`src/inc/adcsc_pkg.sv`:
```
package adcsc_pkg;
  localparam int ADDR_BITS = 4;
  localparam int RESULT_BITS = 10;
  localparam int NUM_EXT_INPUTS = 11;
  localparam int NUM_SOURCES = 14;
  localparam int SAMPLE_START_EDGE = 4;
  localparam int LAST_DATA_EDGE = 9;
  localparam int CONVERT_EDGE = 10;
  localparam int MAX_FRAME_CLOCKS = 16;
  localparam int CLK_PERIOD_NS = 50;
  localparam int CONV_TIME_NS = 10000;
  localparam int CONV_CYCLES = (CONV_TIME_NS + CLK_PERIOD_NS - 1) / CLK_PERIOD_NS;
  localparam logic [9:0] RESULT_RESET = 10'h000;
  localparam logic [3:0] ADDR_RESET = 4'h0;
  localparam logic [3:0] TEST_MID = 4'hb;
  localparam logic [3:0] TEST_LOW = 4'hc;
  localparam logic [3:0] TEST_HIGH = 4'hd;

  typedef struct packed {
    logic chipSelN;
    logic serClk;
    logic serAddr;
  } adcsc_link_s;

  typedef struct packed {
    logic sampling;
    logic [3:0] source;
  } adcsc_mux_s;
endpackage : adcsc_pkg

```
`src/design/adcsc_sync.sv`:
```
`timescale 1ns/1ps
module adcsc_sync #(
  parameter int WIDTH = 3,
  parameter logic [WIDTH-1:0] RESET_VAL = '1
) (
  input wire logic core_clk,
  input wire logic rst_n,
  input wire logic [WIDTH-1:0] asyncIn,
  output logic [WIDTH-1:0] syncOut
);
  logic [WIDTH-1:0] stage1_q;

  initial begin
    if (WIDTH < 1) $error("adcsc_sync: WIDTH must be at least 1");
  end

  // First stage feeds only the second stage
  always_ff @(posedge core_clk) begin
    if (!rst_n) begin
      stage1_q <= RESET_VAL;
      syncOut <= RESET_VAL;
    end else begin
      stage1_q <= asyncIn;
      syncOut <= stage1_q;
    end
  end
endmodule : adcsc_sync

```
`src/design/adcsc_serial_ctrl.sv`:
```
`timescale 1ns/1ps
module adcsc_serial_ctrl
  import adcsc_pkg::*;
#(
  parameter int CONV_COUNT = adcsc_pkg::CONV_CYCLES
) (
  input wire logic core_clk,
  input wire logic rst_n,
  input wire adcsc_pkg::adcsc_link_s linkIn,
  input wire logic [adcsc_pkg::RESULT_BITS-1:0] convValue,
  output logic dataOut,
  output logic dataOutEn,
  output logic convDone,
  output adcsc_pkg::adcsc_mux_s muxSel,
  output logic [adcsc_pkg::RESULT_BITS-1:0] resultWord
);
  import adcsc_pkg::*;

  typedef enum logic [1:0] {IDLE, FRAME, CONVERT} adcsc_state_e;

  initial begin
    if (CONV_COUNT < 1 || CONV_COUNT > 65535) $error("CONV_COUNT out of range");
  end

  adcsc_link_s linkSync;
  adcsc_state_e state_q;
  logic chipSelN_q;
  logic serClk_q;
  logic [4:0] riseCnt_q;
  logic [4:0] fallCnt_q;
  logic [3:0] addr_q;
  logic [9:0] shift_q;
  logic [15:0] convCnt_q;
  logic active;
  logic csFall;
  logic clkRise;
  logic clkFall;
  logic convEnd;
  logic rearm;

  // Sync resets to the pin idle levels so no false serial clock edge follows reset
  adcsc_sync #(.WIDTH(3), .RESET_VAL(3'b100)) uSync (
    .core_clk(core_clk),
    .rst_n(rst_n),
    .asyncIn(linkIn),
    .syncOut(linkSync)
  );

  // Pins are only enabled while the synchronised select is low
  assign active = !linkSync.chipSelN;
  assign csFall = chipSelN_q && !linkSync.chipSelN;
  assign clkRise = active && !csFall && !serClk_q && linkSync.serClk;
  assign clkFall = active && !csFall && serClk_q && !linkSync.serClk;
  assign convEnd = state_q == CONVERT && convCnt_q == 16'h0;
  // Held select rearms only after 10 or 16 clocks; a longer frame keeps its zero tail
  assign rearm = convEnd && active
    && (fallCnt_q == 5'(CONVERT_EDGE) || fallCnt_q == 5'(MAX_FRAME_CLOCKS));

  function automatic logic isValidSource(input logic [3:0] a);
    return (a < 4'(NUM_EXT_INPUTS)) || a == TEST_MID || a == TEST_LOW || a == TEST_HIGH;
  endfunction : isValidSource

  always_ff @(posedge core_clk) begin
    if (!rst_n) begin
      chipSelN_q <= 1'b1;
      serClk_q <= 1'b0;
    end else begin
      chipSelN_q <= linkSync.chipSelN;
      serClk_q <= linkSync.serClk;
    end
  end

  // Edge counters restart on every select falling edge
  always_ff @(posedge core_clk) begin
    if (!rst_n || csFall || rearm) begin
      riseCnt_q <= '0;
      fallCnt_q <= '0;
    end else begin
      if (clkRise && riseCnt_q != 5'(MAX_FRAME_CLOCKS)) riseCnt_q <= riseCnt_q + 5'h1;
      if (clkFall && fallCnt_q != 5'(MAX_FRAME_CLOCKS)) fallCnt_q <= fallCnt_q + 5'h1;
    end
  end

  // Address shifts only on the first four rising edges
  always_ff @(posedge core_clk) begin
    if (!rst_n) begin
      addr_q <= ADDR_RESET;
    end else if (clkRise && riseCnt_q < 5'(ADDR_BITS)) begin
      addr_q <= {addr_q[2:0], linkSync.serAddr};
    end
  end

  // Illegal codes fall back to input zero; the mux never sees an undefined source
  always_ff @(posedge core_clk) begin
    if (!rst_n) begin
      muxSel <= '0;
    end else begin
      muxSel.source <= isValidSource(addr_q) ? addr_q : 4'h0;
      muxSel.sampling <= active && state_q == FRAME
        && fallCnt_q >= 5'(SAMPLE_START_EDGE) && fallCnt_q < 5'(CONVERT_EDGE);
    end
  end

  always_ff @(posedge core_clk) begin
    if (!rst_n) begin
      state_q <= IDLE;
      convCnt_q <= '0;
    end else begin
      unique case (state_q)
        IDLE: begin
          if (csFall) state_q <= FRAME;
        end
        FRAME: begin
          if (!active) begin
            state_q <= IDLE;
          end else if (clkFall && fallCnt_q == 5'(CONVERT_EDGE - 1)) begin
            state_q <= CONVERT;
            convCnt_q <= 16'(CONV_COUNT - 1);
          end
        end
        CONVERT: begin
          if (convCnt_q == 16'h0) begin
            state_q <= active ? FRAME : IDLE;
          end else begin
            convCnt_q <= convCnt_q - 16'h1;
          end
        end
      endcase
    end
  end

  // Conversion runs to completion even if select rises meanwhile
  always_ff @(posedge core_clk) begin
    if (!rst_n) begin
      convDone <= 1'b1;
      resultWord <= RESULT_RESET;
    end else if (state_q == FRAME && active && clkFall
                 && fallCnt_q == 5'(CONVERT_EDGE - 1)) begin
      convDone <= 1'b0;
    end else if (state_q == CONVERT && convCnt_q == 16'h0) begin
      convDone <= 1'b1;
      resultWord <= convValue;
    end
  end

  // Shift register reloads on select fall and on a rearm under held select
  always_ff @(posedge core_clk) begin
    if (!rst_n) begin
      shift_q <= RESULT_RESET;
      dataOut <= 1'b0;
      dataOutEn <= 1'b0;
    end else begin
      dataOutEn <= active;
      if (csFall) begin
        shift_q <= resultWord;
        dataOut <= resultWord[RESULT_BITS-1];
      end else if (rearm) begin
        shift_q <= convValue;
        dataOut <= convValue[RESULT_BITS-1];
      end else if (clkFall) begin
        if (fallCnt_q < 5'(LAST_DATA_EDGE)) begin
          shift_q <= {shift_q[8:0], 1'b0};
          dataOut <= shift_q[RESULT_BITS-2];
        end else begin
          dataOut <= 1'b0;
        end
      end
    end
  end

  a_out_tristate: assert property (@(posedge core_clk) disable iff (!rst_n)
    ##1 dataOutEn == !$past(linkSync.chipSelN))
    else $error("output enable does not follow select");
  a_msb_first: assert property (@(posedge core_clk) disable iff (!rst_n)
    csFall |=> dataOut == $past(resultWord[9]))
    else $error("MSB not presented at frame start");
  a_zero_tail: assert property (@(posedge core_clk) disable iff (!rst_n)
    clkFall && fallCnt_q >= 5'(LAST_DATA_EDGE) && !rearm
    |=> !dataOut)
    else $error("tail bits not zero");
  a_done_fall: assert property (@(posedge core_clk) disable iff (!rst_n)
    state_q == FRAME && active && clkFall && fallCnt_q == 5'(CONVERT_EDGE - 1)
    |=> !convDone)
    else $error("done flag did not fall at tenth edge");
  a_done_low: assert property (@(posedge core_clk) disable iff (!rst_n)
    state_q == CONVERT && convCnt_q != 0 |=> !convDone)
    else $error("done flag rose early");
  a_done_rise: assert property (@(posedge core_clk) disable iff (!rst_n)
    state_q == CONVERT && convCnt_q == 0 |=> convDone && resultWord == $past(convValue))
    else $error("done flag or result missing at completion");
  a_addr_hold: assert property (@(posedge core_clk) disable iff (!rst_n)
    riseCnt_q >= 5'd4 && !csFall |=> $stable(addr_q))
    else $error("address changed after capture");
  a_sample_win: assert property (@(posedge core_clk) disable iff (!rst_n)
    muxSel.sampling |-> $past(fallCnt_q) >= 5'd4 && $past(fallCnt_q) < 5'd10)
    else $error("sampling outside window");
  a_mux_valid: assert property (@(posedge core_clk) disable iff (!rst_n)
    muxSel.source < 4'd11 || muxSel.source inside {4'hb, 4'hc, 4'hd})
    else $error("mux source illegal");

  c_frame: cover property (@(posedge core_clk) csFall ##[1:1000] clkFall);
  c_convert: cover property (@(posedge core_clk) state_q == CONVERT ##1 state_q != CONVERT);
  c_long_frame: cover property (@(posedge core_clk) clkFall && fallCnt_q == 5'd12);
endmodule : adcsc_serial_ctrl

```
`config.mk`:
```
export PLATFORM = sky130hd
export DESIGN_NAME = adcsc_serial_ctrl
export DESIGN_NICKNAME = d
export VERILOG_FILES = /design/src/inc/adcsc_pkg.sv /design/src/design/adcsc_sync.sv /design/src/design/adcsc_serial_ctrl.sv
export SDC_FILE = /design/constraint.sdc
export NUM_CORES = 1
export LEC_CHECK = 0
export BUFFER_PORTS_ARGS = -buffer_cell sky130_fd_sc_hd__clkbuf_2
export CAP_MARGIN = 30
export CELL_PAD_IN_SITES_DETAIL_PLACEMENT = 0
export CELL_PAD_IN_SITES_GLOBAL_PLACEMENT = 1
export CORE_ASPECT_RATIO = 1.25
export CORE_MARGIN = 4
export CORE_UTILIZATION = 45
export DETAILED_ROUTE_END_ITERATION = 7
export PLACE_DENSITY = 0.82
export SYNTH_ARGS = -nofsm -noshare
export SYNTH_HDL_FRONTEND = slang
export SYNTH_SLANG_ARGS = --single-unit
export TNS_END_PERCENT = 30
```
`constraint.sdc`:
```
create_clock -name core_clk -period 2.3 [get_ports core_clk]
set_input_delay 0.23 -clock core_clk [delete_from_list [all_inputs] [get_ports core_clk]]
set_output_delay 0.23 -clock core_clk [all_outputs]
set_load 0.005 [all_outputs]
```
==> reports/metrics.cfg <==
[outcome]
outcome=completed

[floorplan]
floorplan.rows=34
start_util_pct=45.87
dieHeight_um=102.0
core_area_um2=6934
dieArea_um2=8485
io_pins=33
die_w_um=83.20

[sta]
setup-tns-final_ps=0
timing.fmax_mhz=481.5
worstMarginPinSlew_ps=554.8
fin_skew_ps=6.979
setup_viol_count_final=0
finalCriticalPeriod_ps=2077
rsz0062_at_grt=false
slew_headroom_pct=62.71
setup_ws_ps=223.2
slew_violations=0
final.period_utilization_pct=90.30
hold_violations=0

[yosys]
yosys-top-cells-area=dfxtp_1, mux2i_1, nor2_1, ha_1, nor2b_1
synth-xor-area-share_pct=5.232
synth-edff-count=0
yosys.area_share.simple_pct=26.99
syn_area_per_cell_um2=9.382
muxShareOfSynthArea_pct=6.294
synth_top_family_by_area=simple AND/OR/NAND/NOR gates
syn_inst=339
synth_top_area_share_pct=42.17
synth-compound-area-share_pct=11.57
ys_seq_area_share_pct=42.17
synth_fa_ha_area_share_pct=3.934
async_flop_share_pct=0
synth_cell_types=50
yosysTopAreaCell=dfxtp_1
synth_seq_cells=67
synthFlopType=dfxtp_1
yosys-top-cells-count=dfxtp_1, nor2_1, mux2i_1, nor2b_1, nand2_1
syn_nets=364
synth_most_common_cell=dfxtp_1
ys_warn_count=0
netlist_area_um2=3181

[clock_tree]
cts_hold_buf=0
clk_pin_slew_ps=70
htreeDepth=3
clk_path_buf_depth=2
tritoncts=yes
numClockSinks=67
cts_root_buf=clkbuf_8
post_cts_buffers=0
cts_buffers=9
cts_resized=0
clkLatencyLatePin_ps=350

[min_path]
min_path_type=in -> reg

[finish]
num_antenna_cells=0
fin_cells=476
drive_gt1_share_pct=21.24
fillers=656
final_util_pct=53.30
fin_nets=406
syn2layout_area_growth_pct=16.21

[detailed_routing]
wirelength_um=6571
ant_nets=0
wl_per_cell_um=13.80
dr.pass1.iters=4
drt_iter0_drc=130
drt-vias-per-instance=5.349
drc=0
vias=2546

[place]
place_ws_ps=143.9
dp_hpwl_um=4759
io_buffers=32
place_inst=460
place_congestion=0.7871

[power]
power_mw=2.250
powerDensity_nw_per_um2=608.8
p_leak_nw=1.461
peakVddDrop_uv=317.3

[global_route]
grt_pass1_wl_um=11540
grt_overflow=0
grt_pass1_vias=2526
grt.total_usage_pct=16.76
grt_max_degree=22
grt_antenna_before_repair=0

[critical_path]
crit_start=fallCnt_q[0]
crit_path_start_kind=flop
reg2reg_from=fallCnt_q[0]
rrSetupSlack_ps=220
required_ps=2540
cp_max_fo=10
critical_path_class=reg -> reg
crit_path_end=shift_q[1]
r2r_cells=7
end_kind=flop
arrival_ps=2310
r2r_end=shift_q[1]

[job]
drv_cap=0

[power by group]
group          switching (mW)  internal, mW  total, mW
logic                  0.0609        0.0497      0.111
clock network           0.461         0.496      0.957
registers             0.00978          1.17       1.18
total                   0.532          1.72       2.25
[cell type report]
cell class / count / area (µm²) / share of cell area (%)
timing repair buffer: 47 / 285.3 / 7.718
clock inverter: 7 / 68.82 / 1.862
multi-input combinational: 246 / 1727 / 46.72
tap: 90 / 112.6 / 3.047
sequential: 67 / 1341 / 36.29
clock buffer: 9 / 123.9 / 3.351
inverter: 10 / 37.54 / 1.016
[critical path: stages (launching register included)]
cell and delay [ps]:
dfxtp_1 440, inv_1 90, ha_1 200, nand3b_1 120
a211o_1 320, nor2_2 130, o31a_1 430, a22o_1 240
[state kept, by name, indices dropped and copies added (netlist names)]
| register | flops |
|---|---|
| uSync.syncOut | 3 |
| riseCnt_q | 5 |
| uSync.stage1_q | 3 |
| state_q | 2 |
| dataOutEn | 1 |
| convCnt_q | 16 |
| chipSelN_q | 1 |
| convDone | 1 |
| addr_q | 4 |
| muxSel | 5 |
| shift_q | 9 |
| fallCnt_q | 5 |
| dataOut | 1 |
| serClk_q | 1 |
| resultWord | 10 |
[logic make-up after synthesis]
group           count (synthesis)
mux                            20
flops                          67
simple gates                  143
buf+inv                        26
compound gates                 54
fa+ha+maj                      10
xor+xnor                       19
[cells in the final DEF, fill, tap and decap left out, types with 12 or more instances in the layout]
| master | n |
|---|---|
| dfxtp_1 | 67 |
| nor2_1 | 42 |
| clkbuf_2 | 32 |
| nor2b_1 | 20 |
| mux2i_1 | 20 |
| nand2_1 | 17 |
| nand4_1 | 16 |
| buf_4 | 14 |
| o21ai_0 | 13 |
| a31oi_1 | 12 |
| xnor2_1 | 12 |
[layer usage]
metal,share of wire (%),vias up,wire length (µm),GRT usage (%)
li1,-,1284,-,-
met1,46,1213,2990,20.18
met2,49,40,3242,28.70
met3,3.7,9,244,4.839
met4,1.4,0,93,6.038
met5,0,-,0,0
[per-stage QoR]
step           hold slack (ps)  cell area, µm²
4_1_cts                  44.38            3687
2_1_floorplan            331.5            3181
5_1_grt                  67.70            3696
3_5_place_dp             393.2            3495
3_3_place_gp             393.2            3495
6_report                 58.34            3696
[worst min path at each step]
| stage | from | to | slack, ps | cells past startpoint |
|---|---|---|---|---|
| 5_1_grt | linkIn[2] | uSync.stage1_q[2] | 70 | 2 |
| 4_1_cts | linkIn[2] | uSync.stage1_q[2] | 40 | 2 |
| 2_1_floorplan | linkIn[2] | uSync.stage1_q[2] | 330 | 1 |
| 3_3_place_gp | uSync.stage1_q[2] | uSync.syncOut[2] | 390 | 1 |
| 3_5_place_dp | uSync.stage1_q[2] | uSync.syncOut[2] | 390 | 1 |
| 6_report | linkIn[2] | uSync.stage1_q[2] | 60 | 2 |
Note: power is estimated with default switching activity, not from simulation.
